$ cat config.mk
export PLATFORM = sky130hd
export DESIGN_NAME = pds_sequencer
export DESIGN_NICKNAME = d
export VERILOG_FILES = /design/src/logic/pds_unused_guard.v /design/src/logic/pds_digit_shifter.v /design/src/logic/pds_phase_gen.v /design/src/logic/pds_sequencer.v
export VERILOG_INCLUDE_DIRS = /design/src /design/src/logic
export SDC_FILE = /design/constraint.sdc
export NUM_CORES = 1
export LEC_CHECK = 0
export ABC_CLOCK_PERIOD_IN_PS = 4410
export BUFFER_PORTS_ARGS = -buffer_cell sky130_fd_sc_hd__clkbuf_2
export CORE_UTILIZATION = 40
export CTS_BUF_LIST = sky130_fd_sc_hd__clkbuf_16
export CTS_CLUSTER_SIZE = 40
export DETAILED_ROUTE_END_ITERATION = 8
export MAX_ROUTING_LAYER = met4
export PLACE_DENSITY = 0.66
export SYNTH_ARGS = -nofsm -noshare
export SYNTH_HDL_FRONTEND = slang
export SYNTH_SLANG_ARGS = --single-unit
$ cat constraint.sdc
create_clock -name core_clk -period 4.41 [get_ports core_clk]
set_clock_uncertainty 0.05 [all_clocks]
set_input_delay 0.6615 -clock core_clk [delete_from_list [all_inputs] [get_ports core_clk]]
set_output_delay 0.6615 -clock core_clk [all_outputs]
set_load 0.02 [all_outputs]
$ cat src/logic/pds_map.vh
/*
 * Constants of the printer digit sequencer: register offsets, field positions,
 * reset values, display modes and timing counts.
 * Assumes a 250 MHz core clock and a byte-addressed 32-bit register port.
 */
`ifndef PDS_MAP_VH
`define PDS_MAP_VH

// Clock rate and pacing oscillator half period (10 cps nominal)
`define PDS_CLK_KHZ 250000
`define PDS_PACE_HALF_MS 50
`define PDS_PACE_HALF_CYC (`PDS_PACE_HALF_MS * `PDS_CLK_KHZ)

// Register offsets
`define PDS_REG_CTRL 8'h00
`define PDS_REG_PACE 8'h04
`define PDS_REG_STAT 8'h08
`define PDS_REG_DISP 8'h0c

// Control register fields
`define PDS_CTRL_MAINT 0
`define PDS_CTRL_HOLD 1
`define PDS_CTRL_RST 32'h0000_0000

// Status register fields
`define PDS_ST_INIT 0
`define PDS_ST_BUSY 1
`define PDS_ST_SYNC 2
`define PDS_ST_STEP1 3
`define PDS_ST_STEP2 4
`define PDS_ST_STEP3 5
`define PDS_ST_XLAT 6
`define PDS_ST_DELAY 7
`define PDS_ST_STRIKE 8
`define PDS_ST_RES 9
`define PDS_ST_CNT_LSB 12

// Display modes
`define PDS_MODE_TGT 3'h1
`define PDS_MODE_DEC 3'h2
`define PDS_MODE_OCT 3'h3
`define PDS_MODE_SPACE 3'h4
`define PDS_MODE_MISS 3'h5

// Counter values
`define PDS_CNT_LAST 3'h7
`define PDS_CNT_ZERO 3'h0

// Machine phase numbers
`define PDS_MP_ZERO 0
`define PDS_MP_CLEAR 1
`define PDS_MP_INIT 2
`define PDS_MP_BUSY 6

`endif

$ cat src/logic/pds_unused_guard.v
/*
 * Holds no logic of the printer digit sequencer.
 */

$ cat src/logic/pds_digit_shifter.v
/*
 * Display register and two-rank digit counter.
 * Assumes the sequencer issues at most one operation per cycle; clear wins.
 */
`include "pds_map.vh"

module pds_digit_shifter (
	// Clock and reset
	input wire core_clk,
	input wire resetn,
	// Operations
	input wire load,
	input wire [31:0] load_data,
	input wire clear,
	input wire copy_rank,
	input wire advance,
	// State
	output wire [3:0] top_digit,
	output wire [2:0] count,
	output wire [31:0] disp
);

	reg [31:0] dr_q;
	reg [2:0] rank1_q;
	reg [2:0] rank2_q;
	wire [2:0] next_cnt;

	assign next_cnt = rank1_q + 3'h1;
	assign top_digit = dr_q[31:28];
	assign count = rank2_q;
	assign disp = dr_q;

	always @(posedge core_clk) begin
		if (!resetn || clear) begin
			dr_q <= 32'h0000_0000;
			rank1_q <= `PDS_CNT_ZERO;
			rank2_q <= `PDS_CNT_ZERO;
		end else if (load) begin
			dr_q <= load_data;
			rank1_q <= `PDS_CNT_ZERO;
			rank2_q <= `PDS_CNT_ZERO;
		end else if (advance) begin
			rank2_q <= next_cnt;
			// Next lower group moves into the top four stages
			if (next_cnt != `PDS_CNT_ZERO) begin
				dr_q[31:28] <= dr_q[31 - 4 * next_cnt -: 4];
			end
		end else if (copy_rank) begin
			rank1_q <= rank2_q;
		end
	end

endmodule // pds_digit_shifter

$ cat src/logic/pds_phase_gen.v
/*
 * Phase generator: alternating CP0/CP1 enables, eight machine phase strobes
 * and the slow pacing oscillator level.
 * Assumes one core clock; all outputs are enables or levels on that clock.
 */
`include "pds_map.vh"

module pds_phase_gen #(
	parameter CNT_W = 32
) (
	// Clock and reset
	input wire core_clk,
	input wire resetn,
	// Pacing half period in core cycles
	input wire [CNT_W-1:0] pace_half,
	// Phase outputs
	output wire cp0,
	output wire cp1,
	output wire [7:0] mp_pulse,
	output wire pace_level
);

	reg cp1_q;
	reg [2:0] mp_q;
	reg [CNT_W-1:0] pace_cnt_q;
	reg pace_q;
	wire pace_end;

	assign cp0 = ~cp1_q;
	assign cp1 = cp1_q;
	// Machine phase strobes land on CP0 cycles only
	assign mp_pulse = cp0 ? (8'h01 << mp_q) : 8'h00;
	assign pace_level = pace_q;
	assign pace_end = (pace_cnt_q + {{(CNT_W-1){1'b0}}, 1'b1}) >= pace_half;

	always @(posedge core_clk) begin
		if (!resetn) begin
			cp1_q <= 1'b0;
			mp_q <= 3'h0;
			pace_cnt_q <= {CNT_W{1'b0}};
			pace_q <= 1'b0;
		end else begin
			cp1_q <= ~cp1_q;
			if (cp1_q) begin
				mp_q <= mp_q + 3'h1;
			end
			if (pace_end) begin
				pace_cnt_q <= {CNT_W{1'b0}};
				pace_q <= ~pace_q;
			end else begin
				pace_cnt_q <= pace_cnt_q + {{(CNT_W-1){1'b0}}, 1'b1};
			end
		end
	end

endmodule // pds_phase_gen

$ cat src/logic/pds_sequencer.v
/*
 * Printer digit sequencer: paces eight digits from the display register to
 * the digit printer, fires the strike solenoid, runs the resume handshake,
 * handles line space and interruption by plot or the target and miss display modes.
 * Assumes printer resume inputs and instruction strobes are synchronous to
 * core_clk; register port strobes are one cycle long.
 */
// Our own choices: the address-and-strobe port and the register offsets.

`include "pds_map.vh"

module pds_sequencer #(
	parameter PACE_HALF = `PDS_PACE_HALF_CYC
) (
	// Clock and reset
	input wire core_clk,
	input wire resetn,
	// Register port
	input wire [7:0] reg_addr,
	input wire [31:0] reg_wdata,
	input wire reg_wr,
	input wire reg_rd,
	output reg [31:0] reg_rdata,
	// Display instruction and plot from command decode
	input wire display_instruction,
	input wire [2:0] display_mode,
	input wire [31:0] display_data,
	input wire plot_instruction,
	// Program sync
	input wire wait_halt,
	output wire print_sync_n,
	// Printer
	input wire resume_start,
	input wire resume_idle,
	output reg [3:0] digit_out,
	output reg digit_valid,
	output wire solenoid
);

	reg [31:0] ctrl_q;
	reg [31:0] pace_q;
	reg init_q;
	reg busy_q;
	reg sync_q;
	reg step1_q;
	reg step2_q;
	reg step3_q;
	reg xlat_q;
	reg delay_q;
	reg strike_q;
	reg res_q;
	reg pace_prev_q;
	reg rise_pend_q;
	reg fall_pend_q;
	reg req_q;
	reg [2:0] req_mode_q;
	reg [31:0] req_data_q;
	reg abort_q;
	wire cp0;
	wire cp1;
	wire [7:0] mp_pulse;
	wire pace_level;
	wire [3:0] top_digit;
	wire [2:0] count;
	wire [31:0] disp;
	wire start_req;
	wire start_now;
	wire abort_now;
	wire sh_load;
	wire sh_copy;
	wire sh_adv;
	wire maint_ok;
	wire [31:0] status;

	// Octal data is spread: every fourth stage left clear
	function [31:0] spread;
		input [23:0] v;
		integer i;
		begin
			spread = 32'h0000_0000;
			for (i = 0; i < 8; i = i + 1) begin
				spread[4 * i +: 3] = v[3 * i +: 3];
			end
		end
	endfunction

	pds_phase_gen #(
		.CNT_W(32)
	) u_phase (
		.core_clk(core_clk),
		.resetn(resetn),
		.pace_half(pace_q),
		.cp0(cp0),
		.cp1(cp1),
		.mp_pulse(mp_pulse),
		.pace_level(pace_level)
	);

	pds_digit_shifter u_shift (
		.core_clk(core_clk),
		.resetn(resetn),
		.load(sh_load),
		.load_data(req_data_q),
		.clear(abort_now),
		.copy_rank(sh_copy),
		.advance(sh_adv),
		.top_digit(top_digit),
		.count(count),
		.disp(disp)
	);

	// Initiation and interruption decode
	assign start_req = req_q && (req_mode_q == `PDS_MODE_DEC || req_mode_q == `PDS_MODE_OCT
		|| req_mode_q == `PDS_MODE_SPACE);
	assign start_now = start_req && mp_pulse[`PDS_MP_INIT] && !busy_q && !init_q;
	assign abort_now = abort_q && mp_pulse[`PDS_MP_CLEAR] && init_q;
	assign sh_load = start_now && req_mode_q != `PDS_MODE_SPACE;
	// Counter steps are held off for the first digit
	assign sh_adv = cp0 && step1_q && delay_q && !abort_now;
	assign sh_copy = cp1 && step2_q && !strike_q && !abort_now;

	assign solenoid = strike_q && !res_q;
	assign maint_ok = ctrl_q[`PDS_CTRL_MAINT] || ctrl_q[`PDS_CTRL_HOLD];
	assign print_sync_n = ~(!init_q && res_q && wait_halt && maint_ok);

	// Pacing edges are held until the matching clock phase
	always @(posedge core_clk) begin
		if (!resetn) begin
			pace_prev_q <= 1'b0;
			rise_pend_q <= 1'b0;
			fall_pend_q <= 1'b0;
		end else begin
			pace_prev_q <= pace_level;
			if (pace_level && !pace_prev_q) begin
				rise_pend_q <= 1'b1;
			end else if (cp0) begin
				rise_pend_q <= 1'b0;
			end
			if (!pace_level && pace_prev_q) begin
				fall_pend_q <= 1'b1;
			end else if (cp1) begin
				fall_pend_q <= 1'b0;
			end
		end
	end

	// Instruction capture until its machine phase comes round
	always @(posedge core_clk) begin
		if (!resetn) begin
			req_q <= 1'b0;
			req_mode_q <= 3'h0;
			req_data_q <= 32'h0000_0000;
			abort_q <= 1'b0;
		end else begin
			if (display_instruction) begin
				req_q <= 1'b1;
				req_mode_q <= display_mode;
				req_data_q <= (display_mode == `PDS_MODE_OCT) ?
					spread(display_data[23:0]) : display_data;
			end else if (mp_pulse[`PDS_MP_INIT]) begin
				req_q <= 1'b0;
			end
			if (plot_instruction || (display_instruction
				&& (display_mode == `PDS_MODE_TGT || display_mode == `PDS_MODE_MISS))) begin
				abort_q <= 1'b1;
			end else if (mp_pulse[`PDS_MP_CLEAR]) begin
				abort_q <= 1'b0;
			end
		end
	end

	// Print control flags
	always @(posedge core_clk) begin
		if (!resetn) begin
			init_q <= 1'b0;
			busy_q <= 1'b0;
			sync_q <= 1'b0;
			step1_q <= 1'b0;
			step2_q <= 1'b0;
			step3_q <= 1'b0;
			xlat_q <= 1'b0;
			delay_q <= 1'b0;
			strike_q <= 1'b0;
			res_q <= 1'b0;
		end else if (abort_now) begin
			// Partial word printed, sequencing flags dropped
			sync_q <= 1'b0;
			step1_q <= 1'b0;
			step2_q <= 1'b0;
			step3_q <= 1'b0;
			xlat_q <= 1'b0;
			delay_q <= 1'b0;
			strike_q <= 1'b1;
		end else begin
			if (start_now) begin
				init_q <= 1'b1;
				if (req_mode_q == `PDS_MODE_SPACE) begin
					strike_q <= 1'b1;
				end
			end
			if (mp_pulse[`PDS_MP_BUSY] && init_q) begin
				busy_q <= 1'b1;
			end
			if (mp_pulse[`PDS_MP_ZERO] && !init_q && !res_q && !strike_q) begin
				busy_q <= 1'b0;
			end
			if (resume_start && strike_q) begin
				res_q <= 1'b1;
			end
			if (cp0) begin
				if (rise_pend_q && init_q && !strike_q) begin
					sync_q <= 1'b1;
					xlat_q <= 1'b0;
				end else if (step1_q) begin
					sync_q <= 1'b0;
				end
				if (step1_q) begin
					step2_q <= 1'b1;
				end else if (step2_q) begin
					step2_q <= 1'b0;
				end
				if (step2_q && step3_q) begin
					xlat_q <= 1'b1;
				end
				if (!init_q && res_q) begin
					res_q <= 1'b0;
					strike_q <= 1'b0;
					delay_q <= 1'b0;
				end
			end
			if (cp1) begin
				if (fall_pend_q && sync_q && init_q && !strike_q && !step1_q) begin
					step1_q <= 1'b1;
					if (count == `PDS_CNT_LAST && delay_q) begin
						strike_q <= 1'b1;
					end
				end else if (step1_q) begin
					step1_q <= 1'b0;
				end
				if (step2_q && !strike_q) begin
					step3_q <= 1'b1;
				end else if (xlat_q) begin
					step3_q <= 1'b0;
				end
				if (xlat_q) begin
					delay_q <= 1'b1;
				end
				if (resume_idle && res_q) begin
					init_q <= 1'b0;
				end
			end
		end
	end

	// Digit presented to the printer
	always @(posedge core_clk) begin
		if (!resetn) begin
			digit_out <= 4'h0;
			digit_valid <= 1'b0;
		end else begin
			digit_valid <= xlat_q;
			digit_out <= xlat_q ? top_digit : 4'h0;
		end
	end

	assign status = {17'h0_0000, count, 2'h0, res_q, strike_q, delay_q, xlat_q,
		step3_q, step2_q, step1_q, sync_q, busy_q, init_q};

	// Register port
	always @(posedge core_clk) begin
		if (!resetn) begin
			ctrl_q <= `PDS_CTRL_RST;
			pace_q <= PACE_HALF;
			reg_rdata <= 32'h0000_0000;
		end else begin
			if (reg_wr && reg_addr == `PDS_REG_CTRL) begin
				ctrl_q <= {30'h0000_0000, reg_wdata[1:0]};
			end
			if (reg_wr && reg_addr == `PDS_REG_PACE) begin
				pace_q <= reg_wdata;
			end
			if (reg_rd) begin
				case (reg_addr)
					`PDS_REG_CTRL: begin
						reg_rdata <= ctrl_q;
					end
					`PDS_REG_PACE: begin
						reg_rdata <= pace_q;
					end
					`PDS_REG_STAT: begin
						reg_rdata <= status;
					end
					`PDS_REG_DISP: begin
						reg_rdata <= disp;
					end
					default: begin
						reg_rdata <= 32'h0000_0000;
					end
				endcase
			end else begin
				reg_rdata <= 32'h0000_0000;
			end
		end
	end

endmodule // pds_sequencer

### Yosys cells after proc, flatten, opt, wreduce, memory -nomap -nowiden

Index checks and enable logic that the tools add are counted.
Widths: inputs -> output; s select.

* add/subtract/negate cells: 4
* order comparisons: 1
* equality and inequality tests: 12
* shift-type cells: 2
* muxes and demuxes: 42
* bitwise operators: 6
* reductions and logical operators: 74

Operators by type and width (count)
* $pmux 32 s4: 1
* $logic_and 1x1->1: 37
* $mux 1: 36
* $shiftx 35x33->4: 1
* $add 32x1->32 const B: 1
* $ge 32x32->1: 1
* $mux 32: 1
* $reduce_bool 2->1: 9
* $eq 8x4->1 const B: 2
* $reduce_and 2->1: 8
* $mux 4: 3
* $eq 3x2->1 const B: 3
* $eq 3x3->1 const B: 3
* $logic_not 1->1: 9
* $eq 8x3->1 const B: 1
* $logic_not 8->1: 1
* $mux 7: 1
* $shl 1x3->7 const A: 1
* $add 3x1->3 const B: 2
* $logic_or 1x1->1: 6
* $not 1->1: 6
* $reduce_or 2->1: 3
* $sub 5x5->6 const A: 1
* $eq 3x1->1 const B: 1
* 3 further kinds: 3

* register bits: 196
* output and inout port bits: 39

### Depth between registers and ports, before layout

Gate-level depths: netlist of the first run.

* word-level depth: 14
* depth in mapped cells: 14
* depth with buffers taken out: 13

### By module

A second synthesis of the first run with hierarchy kept.

* cell total of the unflattened synthesis: 972
* area, all modules: 9288.9 um^2

By module, submodules not included
* pds_sequencer: instances 1, cells each 513, area each 4902.2 um^2
* pds_phase_gen: instances 1, cells each 296, area each 2701.3 um^2
* pds_digit_shifter: instances 1, cells each 163, area each 1685.4 um^2

### Worst setup path after synthesis of the first run

OpenSTA, ideal clock, no wires.

* path kind: register to register
* from: reg u_phase.pace_cnt_q[0]
* to: reg u_phase.pace_cnt_q[4]
* library setup time: 0.062 ns
* arrival time: 3.236 ns
* slack: 1.062 ns
* cell stages (with the launch flop): 14
* buffers on the path: 1
* period minus slack after synthesis: 3.348 ns
* path through: dfxtp_1 -> ha_1 -> nand3_1 -> nor3_2 -> and4_1 -> and3_1 -> xor2_1 -> ha_1 -> and4_1 -> a221o_1 -> a2111oi_4 -> nand3_4 -> buf_6 -> nor2b_2

* cells in the longest elaborated chain, start to end: 3

RTL lines
* start, declared: line pds_phase_gen.v:25 `reg [CNT_W-1:0] pace_cnt_q;`
* start signal, assigned: line pds_phase_gen.v:40 `pace_cnt_q <= {CNT_W{1'b0}};`
* start signal, assigned: line pds_phase_gen.v:48 `pace_cnt_q <= {CNT_W{1'b0}};`
* start signal, assigned: line pds_phase_gen.v:51 `pace_cnt_q <= pace_cnt_q + {{(CNT_W-1){1'b0}}, 1'b1};`
* $add 32x1->32 *: line pds_phase_gen.v:34, pds_phase_gen.v:51
* $ge 32x32->1: line pds_phase_gen.v:34 `assign pace_end = (pace_cnt_q + {{(CNT_W-1){1'b0}}, 1'b1}) >= pace_half;`
* $reduce_or 2->1 (no source line)

Every way passes the cells marked *; elsewhere a longest branch is shown, timed or not.
A chain may end at the register's enable or synchronous reset.

### Worst setup path after layout of the first run

* from: reg u_phase.pace_cnt_q[0]
* to: reg u_phase.pace_cnt_q[24]

Same word-level chain as after synthesis.

==> key figures, run 1 <==
Critical path
  – Kind of end point of the critical path: register
  – Worst setup path start: u_phase.pace_cnt_q[0]
  – Worst reg-to-reg path cell count: 13
  – Critical path arrival: ~4.3 ns
  – Max stage delay on crit path: ~0.48 ns
  – Setup crit start kind: register
  – Slowest cell on crit path: a2111oi_4
  – Setup crit end: u_phase.pace_cnt_q[24]
  – Worst flop-to-flop path endpoint: u_phase.pace_cnt_q[24]
  – Worst EP required: approximately 4.7 ns
  – R2r startpoint: u_phase.pace_cnt_q[0]
  – Worst setup path class: register to register
  – Worst-path fanout max: 17
  – Crit-path cells: ha_1 -> nand3_1 -> nor3_2 -> and4_1 -> and3_1 -> xor2_1 -> ha_1 -> and4_1 -> a221o_1 -> a2111oi_4 -> nand3_4 -> buf_4 -> nor2b_2
  – FF-to-FF setup slack: about 0.44 ns

Finish
  – Area grow syn2layout: 14.8%
  – Area occupied by multi-input gates: ~4700 µm²
  – Sequential Area: just under 4000 µm²
  – Final #Nets: 1201
  – Share of layout cells above drive strength 1: about a fifth
  – Fillers: between 2000 and 2500
  – Post-route cell area: 10400 µm²
  – # diodes: 0

Clock network
  – CTS H-tree lvls: 4
  – CTS root buf: clkbuf_16
  – Post-CTS resize count: 0
  – Longest Clk Path Bufs: 2
  – CTS tree: yes
  – Later-pin clock latency in the skew report: around 0.44 ns
  – Clk sinks: a little under 200
  – Postcts setup bufs: 0
  – Inserted Clock Buffers: 17
  – Reg clk slew, reported paths: about 0.07 ns
  – Cts hold-fix bufs: 0

Logic synthesis
  – Seq/Total Area, Yosys: 43.5%
  – Mean Syn Cell Area: 9.20 µm²
  – Synth cell count leaders: dfxtp_1 (196), nand2_1 (167), a21oi_1 (52)
  – Synth top area cells: dfxtp_1 (43%), nand2_1 (6.9%), ha_1 (5.4%)
  – Dominant cell type by area after synthesis: dfxtp_1
  – Post-synth ARST share: 0%
  – Post-synth top flop: dfxtp_1
  – Top-count cell post-synth: dfxtp_1
  – Post-synthesis instance total: a little under 1000
  – #FFs+latches synth: a little under 200
  – Number of enable flip-flop cells after synthesis: 0
  – Yosys top cell area share: a little over two fifths
  – Synthesized netlist net count: ~1100
  – Synth unique cells: 62
  – Syn Std Cell Area: roughly 9000 µm²
  – YS warnings: 0

STA
  – Unrepaired setup endpoints after global routing: no
  – Final TNS setup: 0 ns
  – Final Slew Violations: 0
  – Final Critical Period: 3.97 ns
  – Final hold vios: 0
  – Slew @ Worst Pin: 0.745 ns
  – Final cycle utilization of the critical path: 89.9%
  – Hold slack: around 0.39 ns
  – Final worst slack: 0.445 ns
  – Final setup violation count: 0
  – Max Clock Freq: around 250 MHz
  – Max-slew headroom at the worst pin: approximately half

Global route
  – Total track usage: around 19%
  – First-pass GRT wire length: 34900 µm
  – Global route overflow: 0
  – Number of global-route vias before repair: 6821
  – Initial antenna violation count: 0
  – Largest net degree at the start of global routing: 67

Detailed routing
  – Vias: around 7000
  – Drt pass-1 iters: 8
  – Drt drc: 8
  – Initial DRC count: around 490
  – DR WL/cell: between 15 and 20 µm
  – Routed WL: about 22000 µm
  – Final ANT Viol Nets: 0
  – Vias per cell: 5.19

Floorplanning
  – Chip height: 152 µm
  – Die area: between 20000 and 25000 µm²
  – Die width: roughly 150 µm
  – Placeable Area: ~22000 µm²
  – IO Pins: ~120
  – Initial core utilization: around two fifths
  – Site Rows: 54

Status
  – Status: finished, violations left
  – Failing checks: DRC

Place
  – HPWL Detailed: around 16000 µm
  – DP Worst Slack: 0.476 ns
  – GPL Wtd Cong: approximately 0.84
  – Placed cell area: ~9800 µm²
  – Port Buf Inserts: about 120

Power
  – Power Total: approximately 3.4 mW
  – P_leak: 4.51 nW
  – VDD IR max: roughly 0.23 mV
  – PD cells: 332 nW/µm²

Job
  – Max Cap Viol: 0

Min path
  – Worst hold path class: primary input to register
## metrics by stage
step / util, % / instances
after floorplan: - / 981
after global placement: 44.7 / 1339
after detailed placement: 44.7 / 1339
after CTS: 47.2 / 1371
after global routing: 47.2 / 1371
final: 47.2 / 1371
## state kept, by name, indices dropped and copies added, names as in the netlist, 2 cells and up, named ones only
register            count
pace_q                 32
reg_rdata              32
req_data_q             32
u_phase.pace_cnt_q     32
u_shift.disp           28
digit_out               4
req_mode_q              3
u_phase.mp_q            3
u_shift.count           3
u_shift.rank1_q         3
ctrl_q                  2
## layout by cell type (no fill, tap or decap), types with 26 or more instances in the layout
cell / count
a21oi_1: 52
a22oi_1: 35
clkbuf_2: 122
dfxtp_1: 196
ha_1: 39
inv_1: 44
mux2i_1: 35
nand2_1: 167
nand3_1: 26
nor2_1: 50
nor2b_2: 26
## worst min-delay path by stage
stage                           end              from  cells past startpoint  slack, ns
finish                      abort_q  plot_instruction                      2       0.39
global route             pace_q[30]     reg_wdata[30]                      3       0.39
CTS                      pace_q[30]     reg_wdata[30]                      3       0.38
detailed placement  u_shift.disp[0]     req_data_q[0]                      2       0.40
global placement    u_shift.disp[1]     req_data_q[1]                      2       0.40
floorplan           u_shift.disp[0]     req_data_q[0]                      2       0.38
## routing by layer
metal	vias up	wire, µm	GRT usage, %
met2	199	9890	29.9
li1	3573	-	-
met1	3319	10200	25.3
met5	-	0	-
met3	24	1090	4.07
met4	0	396	6.90
## logic make-up (layout without fill, tap and decap cells)
family / Yosys count / count (layout) / synth area share (%)
adder cells (fa/ha/maj): 39 / 39 / 5.41
AO/OA/AOI/OAI: 182 / 182 / 14.4
multiplexers: 56 / 56 / 7.25
AND/OR/NAND/NOR: 373 / 373 / 21.4
buffers and inverters: 103 / 213 / 4.91
XOR/XNOR: 32 / 32 / 3.11
flip-flops: 196 / 196 / 43.5
## final cells by class
class | count | area share [%]
multi-input cells | 682 | 45.0
flip-flops and latches | 196 | 37.9
repair buffers | 137 | 6.98
clock buffers | 17 | 4.11
well taps | 280 | 3.38
inverters | 44 | 1.59
clock inverters | 15 | 1.11
## report_power, final
group / internal (mW) / switching, mW / total [mW] / leakage (nW)
Sequential: 1.80 / 0.0214 / 1.82 / 1.59
Clock: 0.736 / 0.713 / 1.45 / 0.267
Combinational: 0.0814 / 0.0941 / 0.175 / 2.65
Total: 2.61 / 0.828 / 3.44 / 4.51
## critical path, delay by kind of cell, from the launching register on
family / cells / cell delay [ns]
xor+xnor: 1 / 0.18
fa+ha+maj: 2 / 0.51
simple gates: 7 / 1.56
buf+inv: 1 / 0.35
compound gates: 2 / 0.83
flops: 1 / 0.43
No activity file was read; power rests on OpenSTA's default activity.
==> run 2: changes to the inputs <==
==> constraint.sdc (replaced) <==
create_clock -name core_clk -period 4.41 [get_ports core_clk]
set_clock_uncertainty 0.05 [all_clocks]
set_input_delay 0.441 -clock core_clk [delete_from_list [all_inputs] [get_ports core_clk]]
set_output_delay 0.441 -clock core_clk [all_outputs]
set_load 0.02 [all_outputs]
==> key figures, run 2 (same netlist as run 1, synthesis figures left out) <==
Global route
  – Initial antenna violation count: 0
  – Number of global-route vias before repair: 6954
  – First-pass GRT wire length: ~35000 µm
  – Largest net degree at the start of global routing: 67
  – Total track usage: just under 20%
  – Global route overflow: 0

Clock network
  – CTS H-tree lvls: 4
  – Post-CTS resize count: 0
  – Later-pin clock latency in the skew report: approximately 0.43 ns
  – Postcts setup bufs: 0
  – Cts hold-fix bufs: 0
  – Longest Clk Path Bufs: 2
  – Inserted Clock Buffers: 17
  – CTS root buf: clkbuf_16
  – Clk sinks: ~200
  – Reg clk slew, reported paths: around 0.07 ns
  – CTS tree: yes

Critical path
  – Crit-path leading delay family: simple AND/OR/NAND/NOR gates
  – Crit-path cells: nand4_2 -> nor3_1 -> and3_1 -> nand3_1 -> xnor2_1 -> ha_1 -> a21oi_1 -> o21ai_1 -> a221o_1 -> a2111oi_4 -> nand3_4 -> buf_4 -> nor2b_2
  – Crit path buf inv count: 1
  – Worst EP required: around 4.7 ns
  – Max stage delay on crit path: about 0.50 ns
  – Kind of end point of the critical path: register
  – Critical path arrival: 4.35 ns
  – Worst setup path class: register to register
  – Slowest cell on crit path: a2111oi_4
  – Setup crit start kind: register
  – Worst setup path start: u_phase.pace_cnt_q[0]
  – Worst-path fanout max: 18
  – R2r startpoint: u_phase.pace_cnt_q[0]

Place
  – DP Worst Slack: roughly 0.39 ns
  – Port Buf Inserts: 122
  – Placed cell area: slightly below 10000 µm²
  – GPL Wtd Cong: about 0.86
  – HPWL Detailed: 15900 µm
  – Placed insts: 1338

Power
  – PD cells: approximately 330 nW/µm²
  – VDD IR max: approximately 0.22 mV
  – Power Total: 3.45 mW
  – P_leak: 4.50 nW

STA
  – Max-slew headroom at the worst pin: 38.7%
  – Slew @ Worst Pin: just over 0.9 ns
  – Final TNS setup: 0 ns
  – Final hold vios: 0
  – Max Clock Freq: ~250 MHz
  – Unrepaired setup endpoints after global routing: no
  – Final Slew Violations: 0
  – Final setup violation count: 0
  – Final Critical Period: just over 4 ns
  – Final cycle utilization of the critical path: 91.6%
  – Final worst slack: 0.369 ns

Floorplanning
  – Die area: between 20000 and 25000 µm²
  – IO Pins: between 100 and 150
  – Chip height: approximately 150 µm
  – Initial core utilization: about two fifths
  – Placeable Area: 22000 µm²
  – Site Rows: 54
  – Die width: ~150 µm

Detailed routing
  – DR WL/cell: 15.7 µm
  – Drt drc: 8
  – Drt pass-1 iters: 7
  – Vias per cell: 5.13
  – Routed WL: between 20000 and 25000 µm
  – Initial DRC count: 510
  – Vias: 7031
  – Final ANT Viol Nets: 0

Finish
  – Area grow syn2layout: 14.8%
  – Share of layout cells above drive strength 1: a little over a fifth
  – Commonest cells after routing, fill and taps aside: dfxtp_1 (196), nand2_1 (167), clkbuf_2 (122)
  – Fin cells: 1370
  – Post-route cell area: slightly above 10000 µm²
  – Commonest non-fill, non-tap cell in the layout: dfxtp_1
  – # diodes: 0
  – Final #Nets: 1200

Min path
  – Worst hold path class: primary input to register
  – Hold Crit Start: reg_wdata[30]

Status
  – Status: finished, violations left
  – Failing checks: DRC

Job
  – Max Cap Viol: 0
==> run 2: final timing paths <==
kind,cells after the start,slack (ns),end
max,13,0.37,u_phase.pace_cnt_q[27]
min,3,0.18,pace_q[30]
max reg2reg,13,0.37,u_phase.pace_cnt_q[27]
min reg2reg,2,0.41,u_shift.disp[4]
==> run 2: area by class of cell <==
class                           count  area [µm²]
Fill cell                        2171       11600
Inverter                           44         165
Sequential cell                   196        3920
Clock buffer                       17         425
Timing Repair Buffer              136         716
Multi-Input combinational cell    682        4660
Tap cell                          280         350
Clock inverter                     15         123
==> run 2: metrics by stage <==
| stage | hold WS, ns | utilization, % |
|---|---|---|
| 3_5_place_dp | 0.402 | 44.7 |
| 6_report | 0.179 | 47.2 |
| 2_1_floorplan | 0.381 | - |
| 3_3_place_gp | 0.396 | 44.7 |
| 4_1_cts | 0.164 | 47.2 |
| 5_1_grt | 0.173 | 47.2 |
==> run 2: worst reg2reg max path, delay by kind of cell, from the launching register on <==
kind / cells / cell delay [ns]
AND/OR/NAND/NOR: 6 / 1.56
adder cells (fa/ha/maj): 1 / 0.28
XOR/XNOR: 1 / 0.20
buffers and inverters: 1 / 0.34
AO/OA/AOI/OAI: 4 / 1.14
flip-flops: 1 / 0.43
==> run 2: power breakdown <==
group | switching (mW) | internal [mW] | total [mW]
Clock | 0.722 | 0.739 | 1.46
Sequential | 0.0220 | 1.80 | 1.82
Combinational | 0.0924 | 0.0815 | 0.174
Total | 0.837 | 2.62 | 3.45
==> run 2: routing by layer <==
metal | vias up | track usage (%) | part of all wire (%)
met5 | - | - | 0
met4 | 0 | 5.93 | 1.5
met3 | 21 | 3.84 | 4.3
met2 | 165 | 30.7 | 46
met1 | 3274 | 25.7 | 48
li1 | 3571 | - | -
==> run 3: changes to the inputs <==
SYNTH_HIERARCHICAL = 1   (was unset)
==> key figures, run 3 <==
Status
  – Status: finished clean

Power
  – PD cells: around 340 nW/µm²
  – P_leak: around 4.5 nW
  – VDD IR max: between 0.2 and 0.25 mV

Detailed routing
  – Initial DRC count: 444
  – Final ANT Viol Nets: 0
  – Vias per cell: about 5.2
  – DR WL/cell: 16.6 µm
  – Vias: between 7000 and 8000
  – Drt drc: 0
  – Drt pass-1 iters: 5
  – Routed WL: between 20000 and 25000 µm

Clock network
  – CTS root buf: clkbuf_16
  – Post-CTS resize count: 0
  – Cts hold-fix bufs: 0
  – CTS H-tree lvls: 4
  – Longest Clk Path Bufs: 2
  – Inserted Clock Buffers: 17
  – Clk sinks: 196
  – Later-pin clock latency in the skew report: roughly 0.45 ns
  – Postcts setup bufs: 0
  – Reg clk slew, reported paths: ~0.070 ns
  – CTS tree: yes

STA
  – Final TNS setup: 0 ns
  – Final Slew Violations: 0
  – Slew @ Worst Pin: approximately 1 ns
  – Max Clock Freq: 260 MHz
  – Final setup violation count: 0
  – Final cycle utilization of the critical path: ~87%
  – Unrepaired setup endpoints after global routing: no
  – Final hold vios: 0
  – Max-slew headroom at the worst pin: about a third
  – Final Critical Period: 3.85 ns

Floorplanning
  – Die area: 23700 µm²
  – Placeable Area: around 23000 µm²
  – Initial core utilization: roughly two fifths
  – Die width: between 150 and 200 µm
  – IO Pins: about 120
  – Site Rows: 55
  – Chip height: between 150 and 200 µm

Finish
  – Share of layout cells above drive strength 1: about a quarter
  – Final #Nets: 1189
  – Fillers: 2178
  – Area grow syn2layout: 14.2%
  – Commonest non-fill, non-tap cell in the layout: dfxtp_1
  – Area occupied by multi-input gates: between 4000 and 5000 µm²
  – # diodes: 0
  – Commonest cells after routing, fill and taps aside: dfxtp_1 (196), clkbuf_2 (122), nor2_1 (114)
  – Post-route cell area: roughly 11000 µm²
  – Sequential Area: 3920 µm²

Critical path
  – Kind of end point of the critical path: register
  – Setup crit start kind: register
  – Worst setup path class: register to register
  – Critical path arrival: 4.17 ns
  – Worst-path fanout max: 16
  – Worst reg-to-reg path cell count: 13
  – Worst EP required: 4.74 ns

Logic synthesis
  – Mean Syn Cell Area: around 9.6 µm²
  – Synthesized netlist net count: around 1100
  – Post-synthesis instance total: a little under 1000
  – YS warnings: 6
  – Syn Std Cell Area: 9250 µm²

Place
  – GPL Wtd Cong: about 0.9
  – Port Buf Inserts: 122
  – HPWL Detailed: around 17000 µm
  – Placed cell area: between 9000 and 10000 µm²

Job
  – Max Cap Viol: 0

Min path
  – Hold depth: 3
  – Worst hold path class: primary input to register

Global route
  – Largest net degree at the start of global routing: between 60 and 70
  – First-pass GRT wire length: approximately 36000 µm
  – Total track usage: approximately a fifth
  – Initial antenna violation count: 0
  – Number of global-route vias before repair: between 6000 and 7000
  – Global route overflow: 0
==> run 3: layout make-up <==
class | instances | share of cell area [%]
Multi-Input combinational cell | 669 | 45.4
Sequential cell | 196 | 37.1
Timing Repair Buffer | 134 | 6.63
Clock buffer | 17 | 4.03
Tap cell | 285 | 3.38
Clock inverter | 15 | 1.79
Inverter | 47 | 1.67
==> run 3: critical path, stage by stage, from the launching register on <==
cell	delay, ns
dfxtp_1	0.42
nand2_1	0.15
nor4_4	0.61
nand2_2	0.08
or3_4	0.35
xnor2_2	0.14
ha_1	0.30
a21o_1	0.17
nand3_1	0.08
a21oi_1	0.06
o31ai_1	0.49
nand4_2	0.40
buf_4	0.35
nor2b_1	0.13
==> run 3: worst paths after layout <==
path | from | to | slack, ns
worst max-delay path | u_phase/pace_cnt_q[0] | u_phase/pace_cnt_q[8] | 0.56
worst min-delay path | reg_wdata[15] | pace_q[15] | 0.16
worst max register to register | u_phase/pace_cnt_q[0] | u_phase/pace_cnt_q[8] | 0.56
worst min register to register | req_data_q[31] | req_data_q[31] | 0.42
==> run 3: layer usage <==
| metal | share of wire [%] | wire (µm) | global-route usage (%) |
|---|---|---|---|
| met5 | 0 | 0 | - |
| met4 | 2.4 | 539 | 7.19 |
| met3 | 3.8 | 858 | 3.61 |
| met2 | 46 | 10300 | 31.2 |
| met1 | 48 | 10900 | 26.3 |
==> run 3: power breakdown <==
part	switching (mW)	internal (mW)	leakage, nW
combinational	0.109	0.0811	2.60
clock	0.753	0.867	0.301
sequential	0.0222	1.80	1.59
==> run 3: per-stage QoR <==
stage	setup WS (ns)	hold slack, ns	power (mW)	utilization [%]	instances
4_1_cts	0.658	0.140	3.67	46.7	1363
5_1_grt	0.347	0.160	3.75	46.7	1363
6_report	0.564	0.159	3.63	46.7	1363
3_3_place_gp	0.824	0.406	2.05	43.9	1331
3_5_place_dp	0.688	0.405	2.05	43.9	1331
2_1_floorplan	1.37	0.392	1.97	-	967
